[config.mk]
export PLATFORM = sky130hd
export DESIGN_NAME = aux_watchdog_timeout_control
export DESIGN_NICKNAME = d
export VERILOG_FILES = /design/src/rtl/wdt_pkg.sv /design/src/rtl/aux_watchdog_timeout_control.sv
export SDC_FILE = /design/constraint.sdc
export NUM_CORES = 1
export LEC_CHECK = 0
export ABC_AREA = 1
export BUFFER_PORTS_ARGS = -buffer_cell sky130_fd_sc_hd__buf_2
export CAP_MARGIN = 5
export CORE_MARGIN = 4
export CORE_UTILIZATION = 56
export CTS_BUF_LIST = sky130_fd_sc_hd__clkbuf_4
export DETAILED_ROUTE_END_ITERATION = 16
export PLACE_DENSITY = 0.82
export SYNTH_ARGS = -nofsm -noshare
export SYNTH_HDL_FRONTEND = slang
export SYNTH_SLANG_ARGS = --single-unit
[constraint.sdc]
create_clock -name clock -period 1.5 [get_ports clock]
set_input_delay 0.3 -clock clock [delete_from_list [all_inputs] [get_ports clock]]
set_output_delay 0.3 -clock clock [all_outputs]
set_load 0.03 [all_outputs]
[src/rtl/wdt_pkg.sv]
// constants for the auxiliary watchdog timeout control block
// assumes a 200 MHz clock and an 8-bit register port with byte indices as addresses
package wdt_pkg;
    localparam int          ADDR_W          = 8;
    localparam int          DATA_W          = 8;
    // register indices, used directly as port addresses
    localparam logic [7:0]  UNIT_ADDR       = 8'hF1;
    localparam logic [7:0]  VALUE_ADDR      = 8'hF2;
    localparam logic [7:0]  CONFIG_ADDR     = 8'hF3;
    localparam logic [7:0]  CONTROL_ADDR    = 8'hF4;
    localparam logic [7:0]  INT_STATUS_ADDR = 8'hF5;
    localparam logic [7:0]  INT_MASK_ADDR   = 8'hF6;
    localparam logic [7:0]  RESET_VALUE     = 8'h00;
    localparam logic [7:0]  UNIT_WMASK      = 8'h80;
    localparam logic [7:0]  CONFIG_WMASK    = 8'hF7;
    localparam logic [7:0]  CONTROL_RMASK   = 8'h09;
    // control fields
    localparam int          CTL_STATUS_BIT  = 0;
    localparam int          CTL_FORCE_BIT   = 2;
    localparam int          CTL_KBC_EN_BIT  = 3;
    // config fields
    localparam int          CFG_GAME_BIT    = 0;
    localparam int          CFG_KBD_BIT     = 1;
    localparam int          CFG_MOUSE_BIT   = 2;
    localparam int          CFG_IRQ_LSB     = 4;
    localparam int          UNIT_SEL_BIT    = 7;
    // interrupt routing codes
    localparam logic [3:0]  IRQ_OFF         = 4'h0;
    localparam logic [3:0]  IRQ_LINE1       = 4'h1;
    localparam logic [3:0]  IRQ_BAD         = 4'h2;
    localparam logic [3:0]  IRQ_LINE3       = 4'h3;
    localparam logic [3:0]  IRQ_LINE15      = 4'hF;
    localparam logic [7:0]  TIMEOUT_OFF     = 8'h00;
    // interrupt status/mask bits
    localparam int          EV_TIMEOUT_BIT  = 0;
    localparam int          EV_FORCE_BIT    = 1;
    localparam int          EV_KBC_BIT      = 2;
    localparam int          EV_W            = 3;
    // time base
    localparam longint      CLOCK_HZ        = 200_000_000;
    localparam longint      SECOND_S        = 1;
    localparam longint      MINUTE_S        = 60;
    localparam longint      SECOND_CYCLES   = CLOCK_HZ * SECOND_S;
    localparam int          PRESCALE_W      = 32;
    localparam int          TICK_W          = 6;
    localparam logic [5:0]  MINUTE_TICKS    = 6'(MINUTE_S);
endpackage

[src/rtl/aux_watchdog_timeout_control.sv]
// auxiliary watchdog: timeout counter, control/config registers, forced timeout sources
// assumes register strobes come from logic on clock; kbc line and reload events are
// asynchronous and are synchronised here
// Function
// control bit 0 reads 1 after a timeout, 0 while counting; writable
// writing 1 to control bit 2 forces a timeout; bit self-clears
// with bit 3 set, kbc line rising edge forces timeout; otherwise ignored
// force bit works regardless of kbc enable; sources are independent
// self-clearing rising edge detector on kbc line, ORed with force bit
// software writes zero to control bits 7:4; device treats them reserved
// control register clears to zero on standby power-on reset
// config bits 7:4 route interrupt: 0 off, 1, 3, 15; 2 invalid
// 8-bit binary timeout value; 0 disables, 1..255 time units
// unit bit 7: 0 minutes by default, 1 seconds
// game port, keyboard, mouse enables each let that source reload watchdog
//
// The strobed register port was decided locally.
`timescale 1ns/1ps
module aux_watchdog_timeout_control
    import wdt_pkg::*;
#(
    parameter longint SECOND_COUNT = SECOND_CYCLES
) (
    // clock and resets
    input  wire logic                   clock,
    input  wire logic                   resetn,
    input  wire logic                   standby_power_on_resetn,
    // register port
    input  wire logic [wdt_pkg::ADDR_W-1:0] reg_addr,
    input  wire logic [wdt_pkg::DATA_W-1:0] reg_wdata,
    input  wire logic                   reg_write,
    input  wire logic                   reg_read,
    output logic      [wdt_pkg::DATA_W-1:0] reg_rdata,
    // asynchronous event inputs
    input  wire logic                   kbc_timeout_line,
    input  wire logic                   game_port_access,
    input  wire logic                   keyboard_irq,
    input  wire logic                   mouse_irq,
    // outputs
    output logic                        irq_line1,
    output logic                        irq_line3,
    output logic                        irq_line15,
    output logic                        irq
);
    import wdt_pkg::*;

    // ----------------------------------------------------------------
    // register state
    // ----------------------------------------------------------------
    logic [7:0]            unit_q;
    logic [7:0]            value_q;
    logic [7:0]            config_q;
    logic                  status_q;
    logic                  kbc_en_q;
    logic                  force_q;
    logic [EV_W-1:0]       int_status_q;
    logic [EV_W-1:0]       int_mask_q;
    logic [7:0]            rdata_d;

    function automatic logic hit(input logic [7:0] a, input logic [7:0] r);
        return a == r;
    endfunction

    logic wr_unit, wr_value, wr_config, wr_control, wr_istat, wr_imask;
    assign wr_unit    = reg_write && hit(reg_addr, UNIT_ADDR);
    assign wr_value   = reg_write && hit(reg_addr, VALUE_ADDR);
    assign wr_config  = reg_write && hit(reg_addr, CONFIG_ADDR);
    assign wr_control = reg_write && hit(reg_addr, CONTROL_ADDR);
    assign wr_istat   = reg_write && hit(reg_addr, INT_STATUS_ADDR);
    assign wr_imask   = reg_write && hit(reg_addr, INT_MASK_ADDR);

    // ----------------------------------------------------------------
    // configuration registers, on the ordinary reset
    // ----------------------------------------------------------------
    always_ff @(posedge clock or negedge resetn) begin
        if (!resetn) begin
            unit_q <= RESET_VALUE;
        end else begin
            if (wr_unit) begin
                unit_q <= reg_wdata & UNIT_WMASK;
            end
        end
    end

    always_ff @(posedge clock or negedge resetn) begin
        if (!resetn) begin
            value_q <= RESET_VALUE;
        end else begin
            if (wr_value) begin
                value_q <= reg_wdata;
            end
        end
    end

    always_ff @(posedge clock or negedge resetn) begin
        if (!resetn) begin
            config_q <= RESET_VALUE;
        end else begin
            if (wr_config) begin
                config_q <= reg_wdata & CONFIG_WMASK;
            end
        end
    end

    // ----------------------------------------------------------------
    // input synchronisers
    // ----------------------------------------------------------------
    logic [3:0] sync1_q;
    logic [3:0] sync2_q;
    always_ff @(posedge clock or negedge resetn) begin
        if (!resetn) begin
            sync1_q <= 4'h0;
            sync2_q <= 4'h0;
        end else begin
            sync1_q <= {mouse_irq, keyboard_irq, game_port_access, kbc_timeout_line};
            sync2_q <= sync1_q;
        end
    end

    // rising edge detectors: one-cycle pulses, so a kbc line held high forever
    // still forces a single timeout
    logic [3:0] prev_q;
    logic [3:0] rise;
    always_ff @(posedge clock or negedge resetn) begin
        if (!resetn) begin
            prev_q <= 4'h0;
        end else begin
            prev_q <= sync2_q;
        end
    end
    assign rise = sync2_q & ~prev_q;

    // ----------------------------------------------------------------
    // timeout triggers and reload sources
    // ----------------------------------------------------------------
    logic kbc_force;
    logic force_event;
    logic reload;
    assign kbc_force   = kbc_en_q && rise[0];
    assign force_event = force_q || kbc_force;
    assign reload      = (config_q[CFG_GAME_BIT]  && rise[1])
                      || (config_q[CFG_KBD_BIT]   && rise[2])
                      || (config_q[CFG_MOUSE_BIT] && rise[3]);

    // ----------------------------------------------------------------
    // timeout counter
    // ----------------------------------------------------------------
    logic [PRESCALE_W-1:0] pre_q;
    logic [TICK_W-1:0]     tick_q;
    logic [7:0]            units_q;
    logic                  sec_tick;
    logic                  unit_tick;
    logic                  expire;
    logic                  disabled;

    assign disabled  = value_q == TIMEOUT_OFF;
    assign sec_tick  = pre_q == PRESCALE_W'(SECOND_COUNT - 1);
    assign unit_tick = sec_tick && (unit_q[UNIT_SEL_BIT]
                       || tick_q == MINUTE_TICKS - 6'h01);
    assign expire    = !disabled && !status_q && unit_tick
                       && units_q == value_q - 8'h01;

    logic                  restart;
    // counting restarts after a reload, a new value, or a cleared status
    assign restart   = disabled || status_q || reload || wr_value;

    always_ff @(posedge clock or negedge resetn) begin
        if (!resetn) begin
            pre_q <= '0;
        end else if (restart) begin
            pre_q <= '0;
        end else begin
            pre_q <= sec_tick ? '0 : pre_q + PRESCALE_W'(1);
        end
    end

    always_ff @(posedge clock or negedge resetn) begin
        if (!resetn) begin
            tick_q <= '0;
        end else if (restart) begin
            tick_q <= '0;
        end else if (sec_tick) begin
            tick_q <= unit_tick ? '0 : tick_q + 6'h01;
        end
    end

    always_ff @(posedge clock or negedge resetn) begin
        if (!resetn) begin
            units_q <= 8'h00;
        end else if (restart) begin
            units_q <= 8'h00;
        end else if (unit_tick) begin
            units_q <= units_q + 8'h01;
        end
    end

    // ----------------------------------------------------------------
    // control register, on the standby reset
    // ----------------------------------------------------------------
    always_ff @(posedge clock or negedge standby_power_on_resetn) begin
        if (!standby_power_on_resetn) begin
            force_q <= 1'b0;
        end else begin
            // force bit lives one cycle only
            force_q <= wr_control && reg_wdata[CTL_FORCE_BIT];
        end
    end

    always_ff @(posedge clock or negedge standby_power_on_resetn) begin
        if (!standby_power_on_resetn) begin
            kbc_en_q <= 1'b0;
        end else begin
            if (wr_control) begin
                kbc_en_q <= reg_wdata[CTL_KBC_EN_BIT];
            end
        end
    end

    always_ff @(posedge clock or negedge standby_power_on_resetn) begin
        if (!standby_power_on_resetn) begin
            status_q <= 1'b0;
        end else begin
            // a timeout in the write cycle wins over a software clear
            if (expire || force_event) begin
                status_q <= 1'b1;
            end else if (wr_control) begin
                status_q <= reg_wdata[CTL_STATUS_BIT];
            end
        end
    end

    // ----------------------------------------------------------------
    // interrupts
    // ----------------------------------------------------------------
    logic [EV_W-1:0] ev;
    assign ev = {kbc_force, force_q, expire || force_event};

    always_ff @(posedge clock or negedge resetn) begin
        if (!resetn) begin
            int_status_q <= '0;
        end else begin
            int_status_q <= ev | (int_status_q
                            & ~(wr_istat ? reg_wdata[EV_W-1:0] : {EV_W{1'b0}}));
        end
    end

    always_ff @(posedge clock or negedge resetn) begin
        if (!resetn) begin
            int_mask_q <= '0;
        end else begin
            if (wr_imask) begin
                int_mask_q <= reg_wdata[EV_W-1:0];
            end
        end
    end

    logic [3:0] route;
    assign route = config_q[CFG_IRQ_LSB +: 4];

    always_ff @(posedge clock or negedge resetn) begin
        if (!resetn) begin
            irq_line1  <= 1'b0;
            irq_line3  <= 1'b0;
            irq_line15 <= 1'b0;
        end else begin
            // invalid routing code drives no line
            irq_line1  <= status_q && route == IRQ_LINE1;
            irq_line3  <= status_q && route == IRQ_LINE3;
            irq_line15 <= status_q && route == IRQ_LINE15;
        end
    end

    always_ff @(posedge clock or negedge resetn) begin
        if (!resetn) begin
            irq <= 1'b0;
        end else begin
            irq <= |(int_status_q & int_mask_q);
        end
    end

    // ----------------------------------------------------------------
    // read port
    // ----------------------------------------------------------------
    always_comb begin
        rdata_d = 8'h00;
        case (reg_addr)
            UNIT_ADDR:       rdata_d = unit_q;
            VALUE_ADDR:      rdata_d = value_q;
            CONFIG_ADDR:     rdata_d = config_q;
            // force bit is write-only, reserved bits read zero
            CONTROL_ADDR:    rdata_d = {4'h0, kbc_en_q, 2'b00, status_q}
                                       & CONTROL_RMASK;
            INT_STATUS_ADDR: rdata_d = {5'h00, int_status_q};
            INT_MASK_ADDR:   rdata_d = {5'h00, int_mask_q};
            default:         rdata_d = 8'h00;
        endcase
    end

    always_ff @(posedge clock or negedge resetn) begin
        if (!resetn) begin
            reg_rdata <= 8'h00;
        end else begin
            reg_rdata <= reg_read ? rdata_d : 8'h00;
        end
    end
endmodule

==> results of run 1 <==
==> power by group <==
part,switching [mW],total (mW),internal [mW],leakage [nW]
sequential,0.0310,2.65,2.62,1.23
clock,0.941,1.33,0.394,0.0641
combinational,0.230,0.397,0.167,1.89
total,1.20,4.38,3.18,3.18
==> worst paths after layout <==
| check | start | endpoint | slack [ps] | cells after the start |
|---|---|---|---|---|
| max in group asynchronous | resetn | prev_q[0]$_DFF_PN0_ | 670 | 3 |
| max | pre_q[24]$_DFF_PN0_ | pre_q[19]$_DFF_PN0_ | -240 | 9 |
| min | reg_read | reg_rdata[7]$_DFF_PN0_ | 50 | 3 |
| min in group asynchronous | standby_power_on_resetn | force_q$_DFF_PN0_ | 130 | 2 |
| min reg2reg | sync1_q[0]$_DFF_PN0_ | sync2_q[0]$_DFF_PN0_ | 370 | 0 |
| max reg2reg | pre_q[24]$_DFF_PN0_ | pre_q[19]$_DFF_PN0_ | -240 | 9 |
==> sequential cells by signal (all words and copies together), names as in the netlist, 3 cells and up <==
signal        flops
pre_q            32
reg_rdata         8
units_q           8
value_q           8
config_q          7
tick_q            6
prev_q            4
sync1_q           4
sync2_q           4
int_mask_q        3
int_status_q      3
==> through the flow <==
stage	setup TNS, ps	cells	setup slack (ps)	hold slack [ps]	utilization (%)
floorplan	-31.61	660	-5.511	4.409	-
global placement	-1950	888	-121.6	105.3	69.82
detailed placement	-5654	888	-208.5	104.5	69.82
CTS	-1189	919	-83.00	43.13	74.20
global route	-9593	925	-324.7	53.31	76.58
finish	-5682	925	-240.6	45.41	76.58
==> routing by layer <==
metal  vias up  wire length, microns  track usage, %
met3        85                  1404           4.561
met2       376                  7344           43.28
met1      2499                  5677           34.59
li1       2400                     -               -
met4         0                   710           15.04
met5         -                     0               0
==> repair_timing <==
action / CTS / global route
gates resized for setup: 34 / 40
endpoints found under the hold margin: 30 / 0
setup endpoints to repair: 48 / 48
gates cloned: 1 / 0
hold buffers: 6 / 0
setup buffers: 8 / 7
pin swaps: 28 / 20
==> kinds of logic (layout without fill, tap and decap cells) <==
kind of cell | after synthesis | in the layout | synth area share, %
buf+inv | 82 | 238 | 6.807
flops | 95 | 95 | 46.69
fa+ha+maj | 5 | 5 | 1.229
simple gates | 404 | 405 | 35.44
xor+xnor | 32 | 32 | 5.505
compound gates | 42 | 42 | 4.326
==> cell usage in the layout, fill, tap and decap left out, drive strengths merged, types with 11 or more instances in the layout <==
cell	netlist	layout
nor2	108	108
nor3	22	22
nand4	12	12
dfrtp	95	95
nand2	188	188
inv	70	72
clkbuf	0	11
nand3	59	60
o21ai	27	27
xor2	25	25
buf	12	146
==> area by class of cell <==
class                           count  area, sq um
Clock buffer                       11        82.58
Clock inverter                      5        41.29
Fill cell                         526         2052
Inverter                           70        265.3
Multi-Input combinational cell    484         2644
Sequential cell                    95         2377
Tap cell                          108        135.1
Timing Repair Buffer              152         1166
==> critical path: stages, from the launching register on <==
cell and delay [ps]:
dfrtp_1 430, nand2_1 120, nor3_1 200, nand2_1 160, nor2_4 170, nand3_4 130, buf_12 160, buf_12 130
nand3_2 60, nor2_1 40
==> flow_summary_export.csv, run 1 <==
group,metric,value,unit
yosys,yosysMostFrequentCell,"nand2_1",
timing,worst_slack,-240.6,ps
setup_path,cp_max_fo,6,
timing,worst_pin_slew,357.1,ps
setup_path,cp.arrival,2080,ps
yosys,ys.warnings.count,0,
routing,avgViaCountPerCell,5.795,
setup_path,endpoint_kind,"flop",
global_routing,grt-ovfl-total,0,
routing,vias,5360,
yosys,synth.yosys.seq_area_share,46.69,%
yosys,synth_seq_cells,95,
die,row_count,34,
yosys,synth_enable_flop_cells,0,
yosys,synth_fp_nets,690,
clocking,cts.sinks,95,
timing,finalHoldViolations,0,
yosys,synth_cells,660,
die,core_area,8763,sq um
routing,wl_per_cell,16.37,microns
clocking,clk_pin_slew,170,ps
timing,max_slew_margin,76.01,%
yosys,yosys.area.top_type_share,46.69,%
clocking,cts_max_level,3,
global_routing,grt_pass1_wl,22.64,mm
hold_path,hp-class,"primary input to flop",
final_layout,fin_area,6711,sq um
routing,post-route-drc-count,0,
setup_path,path_class,"flop to flop",
routing,routed_wl,15.14,mm
yosys,synthFlopType,"dfrtp_1",
power,power_density,652.5,nW/um^2
power,p_leak,3.180,nW
routing,drtIter0Drc,645,
timing,rsz0062_at_grt,"yes",
global_routing,grt_pass1_vias,5089,
yosys,yosys.area.top_type,"dfrtp_1",
clocking,cts_buffer_depth,2,
run_status,violations,"negative setup slack",
yosys,synthTopCellsByCount,"183 x nand2_1, 101 x nor2_1, 95 x dfrtp_1",
setup_path,cp_data_required_time,1840,ps
timing,finalCritPeriodShare,116.0,%
final_layout,n_antenna_cell,0,
yosys,synth_area_leaders,"dfrtp_1 47%, nand2_1 13%, nor2_1 7.4%",
clocking,cts_made_buffers,9,
clocking,cts-root-buf,"clkbuf_4",
die,die_w,103.4,microns
run,cap_violations,0,
yosys,syn-cell-area,5091,sq um
run_status,status,"finished with violations",
die,die-area,10680,sq um
timing,drv_slew,0,
global_routing,antenna_found_initial,0,
routing,first_pass_iters,7,
die,die-height,103.4,microns
timing,fin_crit,1741,ps
placed_design,place_congestion,1.006,
yosys,yosysUniqueCellTypes,34,
clocking,cts_tree,"built",
placed_design,portBuffers,36,
timing,fmax,574.5,MHz
setup_path,start_kind,"flop",
final_layout,fin_nets,842,
timing,setup_viol,42,
placed_design,hpwl,9.615,mm
die,start_util,58.10,%
power,p_total,4.379,mW
placed_design,place_area,6118,sq um
global_routing,grt_max_degree,43,
clocking,clock_latency,470,ps
yosys,async_flop_share,100.0,%
timing,fin_skew,35.27,ps
yosys,synth_area_per_cell,7.714,sq um
power,ir_drop,0.6299,mV
global_routing,grt_util_all_layers,26.95,%
final_layout,area_delta_synth_final,31.83,%
die,ioPinCount,37,
routing,ant_nets,0,
final_layout,drive_above_1_share,29.13,%
(Power assumes the default switching activity.)
==> run 2, diff against run 1 <==
--- a/config.mk
+++ b/config.mk
@@ -10,9 +10,10 @@
 export CAP_MARGIN = 5
 export CORE_MARGIN = 4
 export CORE_UTILIZATION = 56
-export CTS_BUF_LIST = sky130_fd_sc_hd__clkbuf_4
+export CTS_BUF_LIST = sky130_fd_sc_hd__clkbuf_8
 export DETAILED_ROUTE_END_ITERATION = 16
-export PLACE_DENSITY = 0.82
+export PLACE_DENSITY = 0.79
+export SKIP_LAST_GASP = 1
 export SYNTH_ARGS = -nofsm -noshare
 export SYNTH_HDL_FRONTEND = slang
 export SYNTH_SLANG_ARGS = --single-unit
==> constraint.sdc (replaced) <==
create_clock -name clock -period 2 [get_ports clock]
set_input_delay 0.4 -clock clock [delete_from_list [all_inputs] [get_ports clock]]
set_output_delay 0.4 -clock clock [all_outputs]
set_load 0.03 [all_outputs]
==> flow_summary_export.csv, run 2 (synthesized netlist as in run 1, its figures left out) <==
group,metric,value,unit
hold_path,worstHoldStart,"mouse_irq",
final_layout,seq_area,2377,sq um
placed_design,place_congestion,0.9783,
final_layout,largest_register_ffs,32,
global_routing,grt-ovfl-total,0,
final_layout,fin_area,5662,sq um
setup_path,reg2reg_slack,190,ps
timing,finalCritPeriodShare,90.34,%
timing,drv_slew,0,
final_layout,area_delta_synth_final,11.21,%
global_routing,antenna_found_initial,0,
die,row_count,34,
timing,final.setup.tns,0,ps
hold_path,min_path_cells,1,
timing,setup_viol,0,
routing,post-route-drc-count,0,
global_routing,grt_max_degree,37,
timing,rsz0062_at_grt,"no",
clocking,cts_made_buffers,9,
clocking,clk_pin_slew,90,ps
clocking,cts_hold_buffers,2,
setup_path,path_class,"flop to flop",
clocking,cts_max_level,3,
setup_path,cp.arrival,2100,ps
setup_path,reg2reg_depth,8,
setup_path,endpoint_kind,"flop",
setup_path,r2r_end,"pre_q[3]$_DFF_PN0_",
global_routing,grt_pass1_wl,19.90,mm
hold_path,hold_end,"sync1_q[3]$_DFF_PN0_",
power,switchingPower,0.8812,mW
routing,ant_nets,0,
hold_path,hp-class,"primary input to flop",
clocking,cts-root-buf,"clkbuf_8",
clocking,cts.sinks,95,
routing,first_pass_iters,5,
run_status,status,"finished, final reports clean",
setup_path,worstReg2RegStart,"value_q[0]$_DFFE_PN0P_",
clocking,clock_latency,370,ps
run,cap_violations,0,
final_layout,regMostFlops,"pre_q",
final_layout,drive_above_1_share,11.80,%
clocking,post_cts_buffers,0,
global_routing,grt_pass1_vias,4286,
final_layout,fin_nets,737,
setup_path,start_kind,"flop",
timing,fmax,553.5,MHz
clocking,cts_buffer_depth,2,
placed_design,hpwl,9.027,mm
die,ioPinCount,37,
routing,vias,4503,
die,die_w,103.4,microns
timing,fin_skew,7.692,ps
timing,worst_pin_slew,481.3,ps
die,die-area,10680,sq um
final_layout,fill_cells,765,
die,start_util,58.10,%
clocking,ctsResizeCount,0,
setup_path,cp_max_fo,28,
die,die-height,103.4,microns
setup_path,cp_data_required_time,2290,ps
final_layout,final_common_cell,"nand2_1",
global_routing,grt_util_all_layers,23.55,%
final_layout,multi_input_area,2367,sq um
final_layout,n_antenna_cell,0,
timing,finalHoldViolations,0,
power,internal_power,2.777,mW
placed_design,portBuffers,36,
timing,fin_crit,1807,ps
die,core_area,8763,sq um
routing,routed_wl,11.88,mm
power,pwr-share-seq,54.4,%
power,power_density,646.2,nW/um^2
routing,drtIter0Drc,356,
placed_design,place_area,5413,sq um
routing,avgViaCountPerCell,5.491,
power,ir_drop,0.3100,mV
clocking,cts_tree,"built",
power,power.share.switching,24.09,%
power,p_leak,2.638,nW
power,p_clk_share,39.8,%
final_layout,final_cell_mix,"183 x nand2_1, 101 x nor2_1, 95 x dfrtp_1",
power,pwr-share-comb,5.7,%
timing,max_slew_margin,67.66,%
routing,wl_per_cell,14.48,microns
-- run 2: cell types whose count changed in the layout (fill, tap and decap cells not counted), moves of 7 or more --
cell | previous run | this run
nand3_1 | 46 | 57
nor2_2 | 13 | 3
nand3_2 | 12 | 2
buf_4 | 99 | 10
clkbuf_4 | 11 | 0
nor2_1 | 84 | 101
nor2_4 | 10 | 3
nor3_1 | 9 | 17
clkbuf_8 | 0 | 10
-- run 2: cell type report --
type / count / area share [%]
repair buffers: 48 / 5.127
flip-flops and latches: 95 / 41.99
clock inverters: 6 / 1.613
multi-input cells: 483 / 41.81
clock buffers: 10 / 2.431
well taps: 108 / 2.387
inverters: 70 / 4.641
-- run 2: routing by layer --
metal	wire (microns)	up-vias	part of all wire [%]	track usage, %
met5	0	-	0	0
met4	328	0	2.8	7.769
met3	778	39	6.6	3.823
met1	5234	2113	44	33.55
met2	5537	171	47	36.81
li1	-	2180	-	-
-- run 2: power groups by stage --
stage	clock, mW	sequential, mW	combinational, mW
6_report	1.46	1.99	0.210
5_1_grt	1.56	2.00	0.236
4_1_cts	1.47	1.99	0.211
3_5_place_dp	0	2.03	0.206
3_3_place_gp	0	2.03	0.198
2_1_floorplan	0	2.03	0.0952
-- run 2: stage by stage --
stage | util [%] | setup WS (ps) | std cells | power (mW) | hold slack (ps)
global placement | 61.76 | 261.6 | 802 | 2.224 | 205.3
CTS | 64.61 | 200.3 | 820 | 3.670 | 125.2
detailed placement | 61.76 | 209.4 | 802 | 2.236 | 201.8
finish | 64.61 | 193.2 | 820 | 3.658 | 127.1
global route | 64.61 | 8.548 | 820 | 3.797 | 126.6
floorplan | - | 433.8 | 660 | 2.121 | 104.4
-- run 2: worst max-delay path by stage --
stage          cells after the start  slack, ps                   start               endpoint
2_1_floorplan                      9        430      pre_q[0]$_DFF_PN0_  tick_q[2]$_DFFE_PN0P_
3_3_place_gp                       8        260             reg_addr[3]     pre_q[2]$_DFF_PN0_
3_5_place_dp                       8        210  value_q[0]$_DFFE_PN0P_     pre_q[3]$_DFF_PN0_
4_1_cts                            8        200  value_q[0]$_DFFE_PN0P_     pre_q[3]$_DFF_PN0_
5_1_grt                           10          9      pre_q[0]$_DFF_PN0_  tick_q[3]$_DFFE_PN0P_
6_report                           8        190  value_q[0]$_DFFE_PN0P_     pre_q[3]$_DFF_PN0_
-- run 2: worst max-delay path, stage by stage (launching register included) --
cell     delay (ps)
dfrtp_1         380
inv_1           100
ha_1            210
nand2_1          80
o21ai_1          90
nor3_2          220
buf_4           320
nand2_4         150
nor3_1          170
